$ cat src/shared/pavdr_defines.vh
// Constants for the synthesizer auxiliary, oscillator and divider register slice
// Contract
// - Calibration error readback: 19-bit magnitude low, sign bit 19, 1 negative.
// - Serial mode bit 1 runs auxiliary pins as serial port, else static.
// - Static mode drives each auxiliary pin from its value field bit.
// - Level select bit picks 1.8 V when 0, 3.3 V when 1; the code keeps 1.8 V in serial mode.
// - Phase sync bit makes chip enable a sync trigger; needs exact mode; resets 1.
// - Routing field sends general output to none, pin 0, pin 1 or pin 2.
// - Disabled port state: 0 high impedance, 1 hold, 2 high, 3 low.
// - Manual calibration mode bit enables manual calibration; resets 0.
// - Manual config holds 5-bit capacitor setting (16) and 3-bit sub-band (2).
// - Manual tune enable bit turns manual tuning on; resets 0.
// - Auto-scale bit 1 scales charge pump current automatically; resets 1.
// - Divide field: 0 mutes, 1 undivided, even 2 to 62 divide.
// - Odd divide values use next lower even ratio; above 62 uses 62.
// - Two 2-bit buffer gain fields: code 3 maximum, 3 dB per step down.
// - Divider output stage gain bit: 1 maximum, 0 is 3 dB lower.
// - A 5-bit source field selects the general output signal.
// - 24-bit modulator seed sets output phase for phase stepping.
`ifndef PAVDR_DEFINES_VH
`define PAVDR_DEFINES_VH

// Serial frame: read flag, 6-bit address, 24-bit data, MSB first
`define PAVDR_FRAME_BITS    5'd31
`define PAVDR_HDR_BITS      5'd7
`define PAVDR_ADDR_W        6
`define PAVDR_DATA_W        24

// Register offsets
`define PAVDR_A_GPO_SEL     6'h0f
`define PAVDR_A_CAL_ERR     6'h11
`define PAVDR_A_OUT_LOCK    6'h12
`define PAVDR_A_SELF_TEST   6'h13
`define PAVDR_A_AUX_CTRL    6'h14
`define PAVDR_A_MAN_OSC     6'h15
`define PAVDR_A_DIV_GAIN    6'h16
`define PAVDR_A_SEED        6'h1a

// Reset values
`define PAVDR_RST_GPO_SEL   24'h000001
`define PAVDR_RST_AUX_CTRL  24'h000220
`define PAVDR_RST_MAN_OSC   24'h0f48a0
`define PAVDR_RST_DIV_GAIN  24'h0006c1
`define PAVDR_RST_SEED      24'hb29d0b
`define PAVDR_SELF_TEST_VAL 24'h001259

// Field positions
`define PAVDR_GPO_SEL_HI    4
`define PAVDR_GPO_SEL_LO    0
`define PAVDR_AUX_SER_BIT   0
`define PAVDR_AUX_VAL_HI    3
`define PAVDR_AUX_VAL_LO    1
`define PAVDR_AUX_LVL_BIT   4
`define PAVDR_AUX_SYNC_BIT  9
`define PAVDR_AUX_RTE_HI    11
`define PAVDR_AUX_RTE_LO    10
`define PAVDR_AUX_IDL_HI    13
`define PAVDR_AUX_IDL_LO    12
`define PAVDR_MAN_CAL_BIT   0
`define PAVDR_MAN_CAP_HI    5
`define PAVDR_MAN_CAP_LO    1
`define PAVDR_MAN_SUB_HI    8
`define PAVDR_MAN_SUB_LO    6
`define PAVDR_MAN_TUNE_BIT  9
`define PAVDR_MAN_SCL_BIT   16
`define PAVDR_DIV_RAT_HI    5
`define PAVDR_DIV_RAT_LO    0
`define PAVDR_DIV_G1_HI     7
`define PAVDR_DIV_G1_LO     6
`define PAVDR_DIV_G2_HI     9
`define PAVDR_DIV_G2_LO     8
`define PAVDR_DIV_STG_BIT   10
`define PAVDR_CAL_SIGN_BIT  19

// Divide ratio limits
`define PAVDR_DIV_MUTE      6'h00
`define PAVDR_DIV_ONE       6'h01
`define PAVDR_DIV_MAX       6'h3e

// Routing and idle codes
`define PAVDR_RTE_NONE      2'h0
`define PAVDR_IDL_HIZ       2'h0
`define PAVDR_IDL_HOLD      2'h1
`define PAVDR_IDL_HIGH      2'h2
`define PAVDR_IDL_LOW       2'h3

`endif

$ cat src/rtl/pavdr_aux_port.v
// Auxiliary three-pin output port: serial, static and idle drive
`timescale 1ns/100ps
`include "pavdr_defines.vh"
module pavdr_aux_port #(
    parameter PINS = 3
) (
    input  wire            clk_i,
    input  wire            rst_b_i,
    input  wire            port_en_i,
    input  wire            serial_mode_i,
    input  wire [PINS-1:0] static_val_i,
    input  wire [1:0]      route_i,
    input  wire [1:0]      idle_i,
    input  wire            gpo_bit_i,
    input  wire [PINS-1:0] serial_pins_i,
    output wire [PINS-1:0] pin_o,
    output wire [PINS-1:0] pin_oe_o
);

    reg [PINS-1:0] pin_q;
    reg [PINS-1:0] oe_q;

    genvar g;
    generate
        for (g = 0; g < PINS; g = g + 1) begin : g_pin
            wire routed;
            assign routed = (route_i != `PAVDR_RTE_NONE) && (route_i == g + 1);
            always @(posedge clk_i or negedge rst_b_i) begin
                if (!rst_b_i) begin
                    pin_q[g] <= 1'b0;
                    oe_q[g]  <= 1'b0;
                end else if (!port_en_i) begin
                    case (idle_i)
                        `PAVDR_IDL_HIZ: begin
                            oe_q[g] <= 1'b0;
                        end
                        `PAVDR_IDL_HOLD: begin
                            oe_q[g] <= 1'b1;
                        end
                        `PAVDR_IDL_HIGH: begin
                            pin_q[g] <= 1'b1;
                            oe_q[g]  <= 1'b1;
                        end
                        default: begin
                            pin_q[g] <= 1'b0;
                            oe_q[g]  <= 1'b1;
                        end
                    endcase
                end else begin
                    oe_q[g] <= 1'b1;
                    if (routed) begin
                        pin_q[g] <= gpo_bit_i;
                    end else if (serial_mode_i) begin
                        pin_q[g] <= serial_pins_i[g];
                    end else begin
                        pin_q[g] <= static_val_i[g];
                    end
                end
            end
        end
    endgenerate

    assign pin_o    = pin_q;
    assign pin_oe_o = oe_q;

endmodule // pavdr_aux_port

$ cat src/rtl/pavdr_regs.v
// Register slice: serial access, auxiliary port, oscillator and divider controls
`timescale 1ns/100ps
`include "pavdr_defines.vh"
module pavdr_regs #(
    parameter AUX_PINS = 3
) (
    input  wire                clk_i,
    input  wire                rst_b_i,
    // Serial register interface, sampled on clk_i
    input  wire                ser_clk_i,
    input  wire                ser_en_i,
    input  wire                ser_di_i,
    output wire                ser_do_o,
    // Device status
    input  wire [18:0]         cal_error_mag_i,
    input  wire                cal_error_neg_i,
    input  wire                lock_detect_i,
    input  wire [31:0]         gpo_sources_i,
    input  wire                exact_freq_en_i,
    input  wire                chip_en_i,
    // Auxiliary port
    input  wire                aux_port_en_i,
    input  wire [AUX_PINS-1:0] aux_serial_pins_i,
    output wire [AUX_PINS-1:0] aux_pin_o,
    output wire [AUX_PINS-1:0] aux_pin_oe_o,
    output wire                aux_level_3v3_o,
    output wire                general_output_mux_o,
    output wire                phase_sync_trig_o,
    // Oscillator manual controls
    output wire                manual_cal_o,
    output wire [4:0]          cap_switch_o,
    output wire [2:0]          subband_o,
    output wire                manual_tune_o,
    output wire                charge_pump_autoscale_o,
    // Divider and gain
    output wire [5:0]          div_ratio_o,
    output wire                out_mute_o,
    output wire [1:0]          osc_output_one_gain_o,
    output wire [1:0]          osc_output_two_gain_o,
    output wire                div_stage_gain_o,
    output wire [23:0]         mod_seed_o
);

    ////////////////////////////////////////////////////////////////////////////
    // Serial frame capture

    reg        sclk_prev_q;
    reg        sen_prev_q;
    reg [4:0]  bit_cnt_q;
    reg        rd_q;
    reg [`PAVDR_ADDR_W-1:0] addr_q;
    reg [`PAVDR_DATA_W-1:0] wdata_q;
    reg [`PAVDR_DATA_W-1:0] rshift_q;
    reg        sdo_q;
    reg        hdr_load_q;

    wire sclk_rise;
    wire sclk_fall;
    wire frame_end;
    wire hdr_done;
    wire wr_commit;
    reg  [`PAVDR_DATA_W-1:0] rd_data;

    assign sclk_rise = ser_en_i && ser_clk_i && !sclk_prev_q;
    assign sclk_fall = ser_en_i && !ser_clk_i && sclk_prev_q;
    assign frame_end = sen_prev_q && !ser_en_i;
    assign hdr_done  = sclk_rise && (bit_cnt_q == `PAVDR_HDR_BITS - 5'd1);
    assign wr_commit = frame_end && !rd_q && (bit_cnt_q == `PAVDR_FRAME_BITS);

    always @(posedge clk_i or negedge rst_b_i) begin
        if (!rst_b_i) begin
            sclk_prev_q <= 1'b0;
            sen_prev_q  <= 1'b0;
            bit_cnt_q   <= 5'h00;
            rd_q        <= 1'b0;
            addr_q      <= {`PAVDR_ADDR_W{1'b0}};
            wdata_q     <= {`PAVDR_DATA_W{1'b0}};
            hdr_load_q  <= 1'b0;
        end else begin
            sclk_prev_q <= ser_clk_i;
            sen_prev_q  <= ser_en_i;
            hdr_load_q  <= hdr_done;
            // Rises past the frame length neither count nor shift
            if (!ser_en_i) begin
                bit_cnt_q <= 5'h00;
            end else if (sclk_rise) begin
                if (bit_cnt_q != `PAVDR_FRAME_BITS) begin
                    bit_cnt_q <= bit_cnt_q + 5'd1;
                end
                if (bit_cnt_q == 5'h00) begin
                    rd_q <= ser_di_i;
                end else if (bit_cnt_q < `PAVDR_HDR_BITS) begin
                    addr_q <= {addr_q[`PAVDR_ADDR_W-2:0], ser_di_i};
                end else if (bit_cnt_q != `PAVDR_FRAME_BITS) begin
                    wdata_q <= {wdata_q[`PAVDR_DATA_W-2:0], ser_di_i};
                end
            end
        end
    end

    // Address is complete only after the 7th rise, so the read word
    // loads one cycle later and shifts out on falling serial clock
    always @(posedge clk_i or negedge rst_b_i) begin
        if (!rst_b_i) begin
            rshift_q <= {`PAVDR_DATA_W{1'b0}};
            sdo_q    <= 1'b0;
        end else if (hdr_load_q) begin
            rshift_q <= rd_data;
        end else if (sclk_fall && rd_q && (bit_cnt_q >= `PAVDR_HDR_BITS)) begin
            sdo_q    <= rshift_q[`PAVDR_DATA_W-1];
            rshift_q <= {rshift_q[`PAVDR_DATA_W-2:0], 1'b0};
        end else if (!ser_en_i) begin
            sdo_q <= 1'b0;
        end
    end

    assign ser_do_o = sdo_q;

    ////////////////////////////////////////////////////////////////////////////
    // Writable registers

    reg [`PAVDR_DATA_W-1:0] gpo_sel_q;
    reg [`PAVDR_DATA_W-1:0] aux_ctrl_q;
    reg [`PAVDR_DATA_W-1:0] man_osc_q;
    reg [`PAVDR_DATA_W-1:0] div_gain_q;
    reg [`PAVDR_DATA_W-1:0] seed_q;

    // Whole words stored, reserved bits included; read-only offsets ignored
    always @(posedge clk_i or negedge rst_b_i) begin
        if (!rst_b_i) begin
            gpo_sel_q  <= `PAVDR_RST_GPO_SEL;
            aux_ctrl_q <= `PAVDR_RST_AUX_CTRL;
            man_osc_q  <= `PAVDR_RST_MAN_OSC;
            div_gain_q <= `PAVDR_RST_DIV_GAIN;
            seed_q     <= `PAVDR_RST_SEED;
        end else if (wr_commit) begin
            case (addr_q)
                `PAVDR_A_GPO_SEL: begin
                    gpo_sel_q <= wdata_q;
                end
                `PAVDR_A_AUX_CTRL: begin
                    aux_ctrl_q <= wdata_q;
                end
                `PAVDR_A_MAN_OSC: begin
                    man_osc_q <= wdata_q;
                end
                `PAVDR_A_DIV_GAIN: begin
                    div_gain_q <= wdata_q;
                end
                `PAVDR_A_SEED: begin
                    seed_q <= wdata_q;
                end
                // Read-only and unmapped offsets change nothing
                default: begin
                    seed_q <= seed_q;
                end
            endcase
        end
    end

    ////////////////////////////////////////////////////////////////////////////
    // General output mux and read mux

    wire [4:0] gpo_sel;
    reg        gpo_q;

    assign gpo_sel = gpo_sel_q[`PAVDR_GPO_SEL_HI:`PAVDR_GPO_SEL_LO];

    // Selected source registered before pins and readback
    always @(posedge clk_i or negedge rst_b_i) begin
        if (!rst_b_i) begin
            gpo_q <= 1'b0;
        end else begin
            gpo_q <= gpo_sources_i[gpo_sel];
        end
    end

    assign general_output_mux_o = gpo_q;

    // Read word follows the completed address
    always @* begin
        case (addr_q)
            `PAVDR_A_GPO_SEL: begin
                rd_data = gpo_sel_q;
            end
            `PAVDR_A_CAL_ERR: begin
                rd_data = {4'h0, cal_error_neg_i, cal_error_mag_i};
            end
            `PAVDR_A_OUT_LOCK: begin
                rd_data = {22'h000000, lock_detect_i, gpo_q};
            end
            `PAVDR_A_SELF_TEST: begin
                rd_data = `PAVDR_SELF_TEST_VAL;
            end
            `PAVDR_A_AUX_CTRL: begin
                rd_data = aux_ctrl_q;
            end
            `PAVDR_A_MAN_OSC: begin
                rd_data = man_osc_q;
            end
            `PAVDR_A_DIV_GAIN: begin
                rd_data = div_gain_q;
            end
            `PAVDR_A_SEED: begin
                rd_data = seed_q;
            end
            default: begin
                rd_data = {`PAVDR_DATA_W{1'b0}};
            end
        endcase
    end

    ////////////////////////////////////////////////////////////////////////////
    // Auxiliary port

    pavdr_aux_port #(
        .PINS (AUX_PINS)
    ) u_aux (
        .clk_i         (clk_i),
        .rst_b_i       (rst_b_i),
        .port_en_i     (aux_port_en_i),
        .serial_mode_i (aux_ctrl_q[`PAVDR_AUX_SER_BIT]),
        .static_val_i  (aux_ctrl_q[`PAVDR_AUX_VAL_HI:`PAVDR_AUX_VAL_LO]),
        .route_i       (aux_ctrl_q[`PAVDR_AUX_RTE_HI:`PAVDR_AUX_RTE_LO]),
        .idle_i        (aux_ctrl_q[`PAVDR_AUX_IDL_HI:`PAVDR_AUX_IDL_LO]),
        .gpo_bit_i     (gpo_q),
        .serial_pins_i (aux_serial_pins_i),
        .pin_o         (aux_pin_o),
        .pin_oe_o      (aux_pin_oe_o)
    );

    // Level select only matters in static mode; serial mode keeps 1.8 V
    assign aux_level_3v3_o = aux_ctrl_q[`PAVDR_AUX_LVL_BIT] && !aux_ctrl_q[`PAVDR_AUX_SER_BIT];

    ////////////////////////////////////////////////////////////////////////////
    // Phase sync trigger from chip enable rising edge

    reg  chip_en_prev_q;
    reg  sync_trig_q;
    wire chip_en_rise;

    // Chip enable taken as synchronous; edge found on clk_i
    assign chip_en_rise = chip_en_i && !chip_en_prev_q;

    always @(posedge clk_i or negedge rst_b_i) begin
        if (!rst_b_i) begin
            chip_en_prev_q <= 1'b0;
            sync_trig_q    <= 1'b0;
        end else begin
            chip_en_prev_q <= chip_en_i;
            sync_trig_q    <= chip_en_rise && exact_freq_en_i
                              && aux_ctrl_q[`PAVDR_AUX_SYNC_BIT];
        end
    end

    assign phase_sync_trig_o = sync_trig_q;
    assign mod_seed_o        = seed_q;

    ////////////////////////////////////////////////////////////////////////////
    // Oscillator manual controls

    assign manual_cal_o            = man_osc_q[`PAVDR_MAN_CAL_BIT];
    assign cap_switch_o            = man_osc_q[`PAVDR_MAN_CAP_HI:`PAVDR_MAN_CAP_LO];
    assign subband_o               = man_osc_q[`PAVDR_MAN_SUB_HI:`PAVDR_MAN_SUB_LO];
    assign manual_tune_o           = man_osc_q[`PAVDR_MAN_TUNE_BIT];
    assign charge_pump_autoscale_o = man_osc_q[`PAVDR_MAN_SCL_BIT];

    ////////////////////////////////////////////////////////////////////////////
    // Divide ratio resolution and gains

    wire [5:0] div_raw;
    wire       div_mute;
    reg  [5:0] div_q;
    reg        mute_q;

    assign div_raw  = div_gain_q[`PAVDR_DIV_RAT_HI:`PAVDR_DIV_RAT_LO];
    assign div_mute = (div_raw == `PAVDR_DIV_MUTE);

    // Odd codes other than 1 round down to even, codes above the top ratio clamp
    always @(posedge clk_i or negedge rst_b_i) begin
        if (!rst_b_i) begin
            div_q  <= `PAVDR_DIV_ONE;
            mute_q <= 1'b0;
        end else begin
            mute_q <= div_mute;
            if (div_mute) begin
                div_q <= `PAVDR_DIV_MUTE;
            end else if (div_raw == `PAVDR_DIV_ONE) begin
                div_q <= `PAVDR_DIV_ONE;
            end else if (div_raw > `PAVDR_DIV_MAX) begin
                div_q <= `PAVDR_DIV_MAX;
            end else begin
                div_q <= {div_raw[5:1], 1'b0};
            end
        end
    end

    assign div_ratio_o           = div_q;
    assign out_mute_o            = mute_q;
    assign osc_output_one_gain_o = div_gain_q[`PAVDR_DIV_G1_HI:`PAVDR_DIV_G1_LO];
    assign osc_output_two_gain_o = div_gain_q[`PAVDR_DIV_G2_HI:`PAVDR_DIV_G2_LO];
    assign div_stage_gain_o      = div_gain_q[`PAVDR_DIV_STG_BIT];

endmodule // pavdr_regs

$ cat config.mk
export PLATFORM = sky130hd
export DESIGN_NAME = pavdr_regs
export DESIGN_NICKNAME = d
export VERILOG_FILES = /design/src/rtl/pavdr_aux_port.v /design/src/rtl/pavdr_regs.v
export VERILOG_INCLUDE_DIRS = /design/src /design/src/shared
export SDC_FILE = /design/constraint.sdc
export NUM_CORES = 1
export LEC_CHECK = 0
export BUFFER_PORTS_ARGS = -buffer_cell sky130_fd_sc_hd__buf_2
export CAP_MARGIN = 15
export CORE_ASPECT_RATIO = 1.2
export CORE_MARGIN = 2
export CORE_UTILIZATION = 40
export CTS_CLUSTER_SIZE = 20
export DETAILED_ROUTE_END_ITERATION = 8
export PLACE_DENSITY = 0.67
export REMOVE_ABC_BUFFERS = 1
export SLEW_MARGIN = 10
export SYNTH_ARGS = -nofsm -noshare
export SYNTH_HDL_FRONTEND = slang
export SYNTH_HIERARCHICAL = 1
export SYNTH_SLANG_ARGS = --single-unit
export TNS_END_PERCENT = 20
$ cat constraint.sdc
create_clock -name clk_i -period 3.9 [get_ports clk_i]
set_clock_uncertainty 0.05 [all_clocks]
set_input_delay 1.17 -clock clk_i [delete_from_list [all_inputs] [get_ports clk_i]]
set_output_delay 1.17 -clock clk_i [all_outputs]
set_load 0.1 [all_outputs]
==> results of run 1 <==
[flip-flops by register name (all words and copies together) (netlist names), 5 cells and up]
register and flops:
mod_seed_o 24, man_osc_q 24, bit_cnt_q 5, aux_ctrl_q 24
addr_q 6, wdata_q 24, gpo_sel_q 24, rshift_q 24
div_ratio_o 6, div_gain_q 24
[how the worst max path moves through the flow]
stage / start / to / depth (start not counted)
floorplan: u_aux/pin_oe_o[2] / aux_pin_oe_o[0] / 0
global placement: ser_en_i / gpo_sel_q[21] / 6
detailed placement: ser_en_i / gpo_sel_q[5] / 6
CTS: aux_ctrl_q[0] / aux_level_3v3_o / 2
global route: addr_q[2] / man_osc_q[9] / 5
finish: addr_q[2] / man_osc_q[8] / 5
[logic make-up (layout without fill, tap and decap cells)]
kind of cell / count (synthesis) / in the layout / synth area share, %
mux: 186 / 186 / 23.8
fa+ha+maj: 4 / 4 / 0.553
xor+xnor: 1 / 1 / 0.0968
compound gates: 118 / 118 / 9.65
simple gates: 97 / 97 / 6.75
buf+inv: 67 / 178 / 4.02
flops: 198 / 198 / 55.2
[layer usage]
layer  track usage (%)  part of all wire (%)
met1              24.7                    44
met2              31.3                    50
met5                 0                     0
met3              3.68                   4.2
met4              5.83                   1.7
[power groups by stage]
stage	combinational [uW]	clock (uW)	sequential (uW)
after global placement	159	0	2150
after global routing	176	1830	2110
after floorplan	51.5	0	2150
after detailed placement	161	0	2150
after CTS	162	1740	2110
final	157	1710	2110
[metrics by stage]
step                worst slack (ps)  hold slack (ps)  utilization, %
detailed placement               805              385            44.2
global route                    1020              422            46.8
floorplan                        606              331               -
global placement                 822              384            44.2
CTS                             1110              401            46.8
finish                          1090              407            46.8
[cell usage after synthesis, types with 4 or more instances]
cell / instances / area share (%)
and3_1: 22 / 1.5
mux2_2: 69 / 8.6
o21ai_1: 6 / 0.33
o22ai_1: 20 / 1.4
nor4_1: 4 / 0.28
dfrtp_1: 169 / 47
a221oi_1: 5 / 0.48
mux2i_1: 27 / 3.0
mux4_2: 8 / 2.0
a21o_1: 5 / 0.41
nand2b_1: 4 / 0.28
dfstp_2: 29 / 8.4
a22oi_1: 49 / 4.1
nor2_1: 6 / 0.25
clkbuf_1: 16 / 0.66
nand2_1: 16 / 0.66
nor2b_1: 9 / 0.62
buf_4: 18 / 1.5
inv_1: 6 / 0.25
buf_2: 24 / 1.3
ha_1: 4 / 0.55
a222oi_1: 7 / 0.77
o21ai_0: 4 / 0.22
a21oi_1: 6 / 0.33
nand3_1: 8 / 0.44
or3_1: 4 / 0.28
mux2_1: 82 / 10
nor3_1: 4 / 0.22
[worst max-delay path, delay by kind of cell (launching register included)]
kind	cells	cell delay, ps
buffers and inverters	1	350
DFF	1	680
muxes	1	310
and+or+nand+nor	3	1270
[final cells by class]
type / count / area share [%]
Clock buffer: 17 / 4.08
Multi-Input combinational cell: 406 / 35.4
Timing Repair Buffer: 140 / 7.64
Sequential cell: 198 / 47.9
Clock inverter: 15 / 1.39
Tap cell: 279 / 3.35
Inverter: 6 / 0.216
==> flow_summary_export.csv, run 1 <==
group,metric,value,unit
setup_path,critPathSlowestCell,"dfrtp_1",
sta,slew_headroom,27.8,%
setup_path,setup.reg_to_reg.worst_slack,1090,ps
clocking,cts_buffers,17,
clocking,insertion_delay,430,ps
setup_path,crit_required,4170,ps
floorplan,initial_core_util,40.6,%
floorplan,core_area,22300,um2
synth,async_flop_share,100,%
min_path,whs_path_depth,0,
setup_path,r2r_cells,5,
flow_run,max_cap_violations,0,
layout,multi_input_area,3700,um2
sta,slew_viol_final,0,
grt,grt_antenna_before_repair,0,
clocking,cts_buffer_depth,2,
sta,tightest_slew,1080,ps
setup_path,rr_endpoint,"man_osc_q[8]",
layout,area_growth,15.2,%
place,placedCellCount,1029,
layout,num_antenna_cells,0,
layout,final_common_cell,"dfrtp_1",
clocking,path_clk_slew,70,ps
clocking,cts_resized,0,
min_path,min_to,"div_ratio_o[4]",
setup_path,arrival,3070,ps
floorplan,fp-row-count,60,
clocking,root_buffer,"clkbuf_16",
pwr,p_leak,0.00483,uW
pwr,comb_power_share,4.0,%
setup_path,path_class,"flip-flop to flip-flop",
grt,grt_overflow,0,
setup_path,max_stage_delay,680,ps
clocking,holdBufCountCts,0,
sta,fin_crit_sh,71.9,%
synth,synthFlopType,"dfrtp_1",
layout,drive_gt1_share,36.8,%
sta,setup_viol_count_final,0,
detailed_routing,ant_nets,0,
synth,yosysUniqueCellTypes,57,
detailed_routing,via_count,5959,
clocking,cts.sinks,198,
layout,register_area,4990,um2
detailed_routing,drt_wl_total,21600,um
setup_path,crit_chain,"nand2b_1 -> nor2_2 -> nand2_1 -> buf_4 -> mux2_2",
layout,stdcell_count,1061,
clocking,cts_tree,"done",
synth,synth_area,9050,um2
pwr,pwr_density_cell,382,nW/um2
place,port_buffers,120,
pwr,switching_share,23.9,%
floorplan,chipWidth,141,um
run_status,status,"completed",
pwr,seq_power_share,53.0,%
pwr,p_clk_share,43.0,%
setup_path,cp-end-kind,"flip-flop",
setup_path,startpoint_type,"flip-flop",
sta,rsz0062_at_grt,"false",
layout,num-nets-final,837,
min_path,hp-class,"flip-flop to flip-flop",
sta,period_minus_slack,2810,ps
layout,layout_common_cells,"169 x dfrtp_1, 119 x buf_2, 82 x mux2_1, 69 x mux2_2, 49 x a22oi_1",
pwr,ir_worst_vdd,305,uV
detailed_routing,drt_iter0_drc,383,
place,dp_hpwl,14400,um
pwr,power.switching,950,uW
setup_path,crit_path_max_fanout,20,
clocking,cts.htree.levels,4,
pwr,p_int,3030,uW
grt,grt_usage,18.7,%
floorplan,die_area,23800,um2
place,place_congestion,0.783,
sta,final-hold-violation-count,0,
floorplan,die_h,169,um
synth,syn-instance-count,671,
grt,grt_pass1_wl,34700,um
clocking,post_cts_buffers,0,
grt,grt_pass1_vias,6204,
detailed_routing,drcViolationCount,0,
synth,synth-seq-area-share,55.2,%
synth,synth_warnings,6,
synth,synth-edff-count,0,
min_path,hp-start,"div_gain_q[4]",
synth,synth_seq_cells,198,
layout,n_fill_cell,2003,
place,placed_cell_area,9860,um2
pwr,power,3980,uW
layout,post-route-cell-area,10400,um2
floorplan,io-pin-count,121,
detailed_routing,dr.pass1.iters,6,
setup_path,r2r-start,"addr_q[2]",
detailed_routing,wire_per_inst,20.3,um
grt,grt_max_degree,89,
synth,postSynthAreaPerCell,13.5,um2
sta,fmax,357,MHz
sta,fin_tns_setup,0,ps
detailed_routing,via_per_inst,5.62,
No activity file was read; power rests on OpenSTA's default activity.
==> run 2: changes to the inputs <==
clock period = 2.78 ns   (was 3.9 ns; I/O delays follow)
==> flow_summary_export.csv, run 2 (synthesis gave the netlist of run 1 again) <==
group,metric,value,unit
run_status,status,"completed",
pwr,power,5580,uW
pwr,switching_share,23.4,%
floorplan,die_h,169,um
detailed_routing,via_per_inst,5.70,
sta,final-hold-violation-count,0,
grt,grt_pass1_vias,6477,
setup_path,critPathLaunch,"bit_cnt_q[0]",
sta,fin_crit_sh,91.1,%
sta,fmax,395,MHz
clocking,post_cts_buffers,0,
pwr,p_leak,0.00491,uW
clocking,root_buffer,"clkbuf_16",
setup_path,cp-end-kind,"flip-flop",
place,dp_slack,221,ps
clocking,cts_tree,"done",
clocking,path_clk_slew,70,ps
sta,setup_viol_count_final,0,
detailed_routing,dr.pass1.iters,5,
sta,period_minus_slack,2530,ps
layout,n_fill_cell,1984,
floorplan,chipWidth,141,um
floorplan,core_area,22300,um2
grt,grt_max_degree,58,
sta,tightest_slew,562,ps
grt,grtUsageMet1,24.7,%
layout,multi_input_area,3700,um2
pwr,power.switching,1310,uW
place,place_congestion,0.824,
floorplan,die_area,23800,um2
sta,slew_headroom,62.2,%
grt,grt_pass1_wl,35500,um
setup_path,arrival,2800,ps
clocking,cts.htree.levels,4,
place,port_buffers,120,
floorplan,io-pin-count,121,
grt,grt-busiest-layer,"met2",
layout,drive_gt1_share,38.0,%
grt,gr-usage-met3,3.65,%
layout,num_antenna_cells,0,
clocking,holdBufCountCts,0,
flow_run,max_cap_violations,0,
detailed_routing,drt_wl_total,22300,um
setup_path,rr_endpoint,"wdata_q[14]",
floorplan,fp-row-count,60,
sta,slew_viol_final,0,
setup_path,path_class,"flip-flop to flip-flop",
floorplan,initial_core_util,40.6,%
clocking,insertion_delay,440,ps
setup_path,setup.reg_to_reg.worst_slack,250,ps
clocking,cts.sinks,198,
sta,rsz0062_at_grt,"false",
detailed_routing,wire_per_inst,20.7,um
clocking,cts_buffer_depth,2,
setup_path,crit_path_max_fanout,24,
pwr,seq_power_share,53.0,%
setup_path,crit_required,3050,ps
clocking,cts_buffers,17,
pwr,pwr_density_cell,527,nW/um2
pwr,p_clk_share,42.6,%
layout,final_core_util,47.5,%
detailed_routing,drcViolationCount,0,
grt,grt_overflow,0,
grt,grt_antenna_before_repair,0,
min_path,hp-class,"input port to async pin",
setup_path,startpoint_type,"flip-flop",
place,dp_hpwl,15100,um
pwr,p_int,4270,uW
detailed_routing,ant_nets,0,
layout,area_growth,17.0,%
layout,register_area,4990,um2
detailed_routing,drt_iter0_drc,378,
sta,fin_ws,248,ps
pwr,comb_power_share,4.4,%
sta,hold_ws,314,ps
detailed_routing,via_count,6142,
layout,layout_common_cells,"169 x dfrtp_1, 119 x buf_2, 82 x mux2_1, 69 x mux2_2, 49 x a22oi_1",
pwr,ir_worst_vdd,440,uV
layout,final_common_cell,"dfrtp_1",
grt,grtUsageMet2,32.5,%
setup_path,r2r_cells,7,
clocking,cts_resized,0,
layout,num-nets-final,853,
grt,grt_usage,19.2,%
setup_path,r2r-start,"bit_cnt_q[0]",
==> run 2: power groups by stage <==
stage	clock network (uW)	logic [uW]	registers [uW]
after CTS	2430	251	2950
final	2380	246	2950
after global placement	0	246	3010
after floorplan	0	72.3	3020
after detailed placement	0	250	3010
after global routing	2530	271	2960
==> run 2: layer usage <==
| metal | share of wire, % | vias up |
|---|---|---|
| met4 | 2.4 | 0 |
| met1 | 43 | 3178 |
| met2 | 49 | 183 |
| met5 | 0 | - |
| li1 | - | 2744 |
| met3 | 4.9 | 37 |
==> run 2: worst max-delay path by stage <==
stage	to	slack, ps	cells past startpoint
4_1_cts	gpo_sel_q[14]	250	8
6_report	wdata_q[14]	250	7
2_1_floorplan	aux_pin_oe_o[0]	-180	0
3_5_place_dp	gpo_sel_q[14]	220	6
5_1_grt	gpo_sel_q[21]	130	8
3_3_place_gp	gpo_sel_q[21]	250	6
==> run 2: final cells by class <==
class                           count  area share (%)
Multi-Input combinational cell    406            34.9
Tap cell                          279            3.30
Clock buffer                       19            4.18
Inverter                            6           0.213
Sequential cell                   198            47.1
Timing Repair Buffer              156            9.13
Clock inverter                     13            1.15
==> run 2: metrics by stage <==
step / TNS (ps) / cell area, um2 / instances
finish: 0 / 10600 / 1077
global route: 0 / 10600 / 1077
CTS: 0 / 10600 / 1077
detailed placement: 0 / 10000 / 1045
global placement: 0 / 10000 / 1045
floorplan: -695 / 8710 / 610
==> run 2: worst max-delay path, cell delays in order (launching register included) <==
cell and delay (ps):
dfrtp_1 450, ha_1 280, and3_1 190, ha_1 190, or3_1 480, a21oi_2 200, buf_12 210, mux2_2 360
==> run 3: changes to the inputs <==
ABC_AREA = 1   (was not set)
==> flow_summary_export.csv, run 3 <==
group,metric,value,unit
run_status,status,"completed",
pwr,p_int,4570,uW
floorplan,die_h,173,um
clocking,cts_tree,"done",
sta,slew_viol_final,0,
synth,synth_warnings,6,
setup_path,cp-end-kind,"output pin",
layout,layout_common_cells,"488 x nand2_1, 169 x dfrtp_1, 120 x nand3_1, 119 x buf_2, 109 x o21ai_0",
layout,register_area,4990,um2
detailed_routing,drt_wl_total,26700,um
clocking,insertion_delay,430,ps
clocking,holdBufCountCts,0,
clocking,root_buffer,"clkbuf_16",
sta,fin_crit_sh,88.8,%
grt,grt_max_degree,66,
floorplan,initial_core_util,40.3,%
grt,grt_usage,21.6,%
sta,fin_tns_setup,0,ps
pwr,p_leak,0.00537,uW
floorplan,io-pin-count,121,
detailed_routing,drcViolationCount,0,
synth,async_flop_share,100,%
floorplan,core_area,23700,um2
clocking,cts_buffer_depth,2,
synth,yosys.area_share.simple,29.9,%
sta,rsz0062_at_grt,"false",
synth,synth-edff-count,0,
place,placed_cell_area,10300,um2
place,place_congestion,0.830,
grt,grt_pass1_wl,43000,um
layout,n_fill_cell,2362,
detailed_routing,via_count,8278,
synth,synth_top_family_by_area,"simple AND/OR/NAND/NOR gates",
floorplan,die_area,25200,um2
detailed_routing,drt_iter0_drc,581,
pwr,power.switching,1790,uW
setup_path,crit_path_max_fanout,7,
grt,grt_pass1_vias,8146,
synth,syn-instance-count,1229,
synth,synth-seq-area-share,52.1,%
layout,final_common_cell,"nand2_1",
flow_run,max_cap_violations,0,
detailed_routing,via_per_inst,5.02,
min_path,hp-class,"input port to async pin",
grt,grt_antenna_before_repair,0,
pwr,comb_power_share,13.6,%
detailed_routing,ant_nets,0,
synth,synth_common_cells,"488 x nand2_1, 169 x dfrtp_1, 120 x nand3_1, 109 x o21ai_0, 71 x inv_1",
synth,yosysUniqueCellTypes,29,
synth,synth_most_common_cell,"nand2_1",
detailed_routing,wire_per_inst,16.2,um
synth,synthMuxAreaShare,0,%
layout,post-route-cell-area,10900,um2
clocking,path_clk_slew,70,ps
clocking,cts_buffers,17,
synth,synth_area,9570,um2
setup_path,startpoint_type,"flip-flop",
floorplan,fp-row-count,62,
sta,slew_headroom,46.0,%
detailed_routing,dr.pass1.iters,5,
setup_path,arrival,1580,ps
sta,final-hold-violation-count,0,
pwr,seq_power_share,47.6,%
clocking,cts_resized,0,
sta,setup_viol_count_final,0,
layout,num_antenna_cells,0,
grt,grt_overflow,0,
clocking,cts.sinks,198,
sta,fmax,405,MHz
place,port_buffers,120,
floorplan,chipWidth,145,um
setup_path,path_class,"flip-flop to output pin",
sta,period_minus_slack,2470,ps
pwr,ir_worst_vdd,447,uV
pwr,switching_share,28.1,%
synth,synth_compound_area_share,9.53,%
pwr,p_clk_share,38.9,%
place,dp_hpwl,17400,um
layout,multi_input_area,3820,um2
pwr,pwr_density_cell,583,nW/um2
synth,synth.area.top_cells,"dfrtp_1 44%, nand2_1 19%, dfstp_2 8.0%",
layout,drive_gt1_share,17.0,%
synth,synth_top_area_share,44.2,%
setup_path,crit_required,1900,ps
synth,synthFlopType,"dfrtp_1",
sta,hold_ws,340,ps
synth,postSynthAreaPerCell,7.79,um2
synth,synth_xor_xnor_area_share,0,%
clocking,post_cts_buffers,0,
clocking,cts.htree.levels,4,
synth,synth_top_area_cell,"dfrtp_1",
layout,area_growth,14.1,%
synth,synthAdderAreaFrac,0.523,%
layout,num-nets-final,1383,
synth,synth_seq_cells,198,
sta,tightest_slew,804,ps
run 3: changes by cell type in the layout (fill, tap and decap cells not counted), moves of 9 or more:
cell     previous run  this run
a22oi_1            49         0
and3_1             22         0
inv_1               6        71
mux2_1             82         0
mux2_2             69         0
mux2i_1            27         0
nand2_1            16       488
nand3_1             8       120
nor2_1              5        57
nor2b_1             9         0
o21ai_0             4       109
o21ai_1             6        51
o22ai_1            20         1
run 3: power groups by stage:
| stage | Clock (uW) | Combinational, uW | Sequential [uW] |
|---|---|---|---|
| after global routing | 2630 | 924 | 3030 |
| after floorplan | 0 | 396 | 3080 |
| after global placement | 0 | 833 | 3070 |
| final | 2470 | 864 | 3030 |
| after detailed placement | 0 | 846 | 3080 |
| after CTS | 2510 | 848 | 3020 |
run 3: worst paths after layout:
path	startpoint	to	slack, ps	cells past startpoint
worst max-delay path	aux_ctrl_q[0]	aux_level_3v3_o	310	2
worst min register to register	chip_en_prev_q	phase_sync_trig_o	350	1
worst max register to register	addr_q[3]	mod_seed_o[6]	510	8
max in group asynchronous	rst_b_i	div_gain_q[10]	1540	2
min in group clk_i	chip_en_prev_q	phase_sync_trig_o	350	1
worst min-delay path	rst_b_i	bit_cnt_q[3]	340	1
run 3: cell type report:
| cell class | instances | share of cell area [%] |
|---|---|---|
| sequential | 198 | 45.7 |
| multi-input combinational | 874 | 35.0 |
| timing repair buffer | 145 | 7.53 |
| clock buffer | 26 | 4.57 |
| tap | 320 | 3.67 |
| inverter | 79 | 2.71 |
| clock inverter | 6 | 0.836 |
run 3: cells by family after synthesis:
| logic type | count (synthesis) |
|---|---|
| flops | 198 |
| simple gates | 691 |
| buf+inv | 157 |
| compound gates | 179 |
| fa+ha+maj | 4 |
run 3: worst max-delay path: stages, from the launching register on:
cell,delay (ps)
dfrtp_1,480
nor2_1,220
buf_2,460
run 3: per-layer routing:
metal | vias to the layer above | global-route usage, % | share of wire [%]
li1 | 4074 | - | -
met3 | 60 | 3.71 | 4.8
met2 | 274 | 36.5 | 48
met5 | - | 0 | 0
met4 | 0 | 9.27 | 3.8
met1 | 3870 | 27.3 | 43
run 3: through the flow:
| step | utilization (%) | setup WS (ps) | std cells | power (uW) |
|---|---|---|---|---|
| floorplan | - | -178 | 1151 | 3480 |
| global placement | 43.5 | 594 | 1616 | 3910 |
| detailed placement | 43.5 | 543 | 1616 | 3920 |
| CTS | 46.0 | 318 | 1648 | 6380 |
| global route | 46.0 | 278 | 1648 | 6590 |
| finish | 46.0 | 313 | 1648 | 6360 |
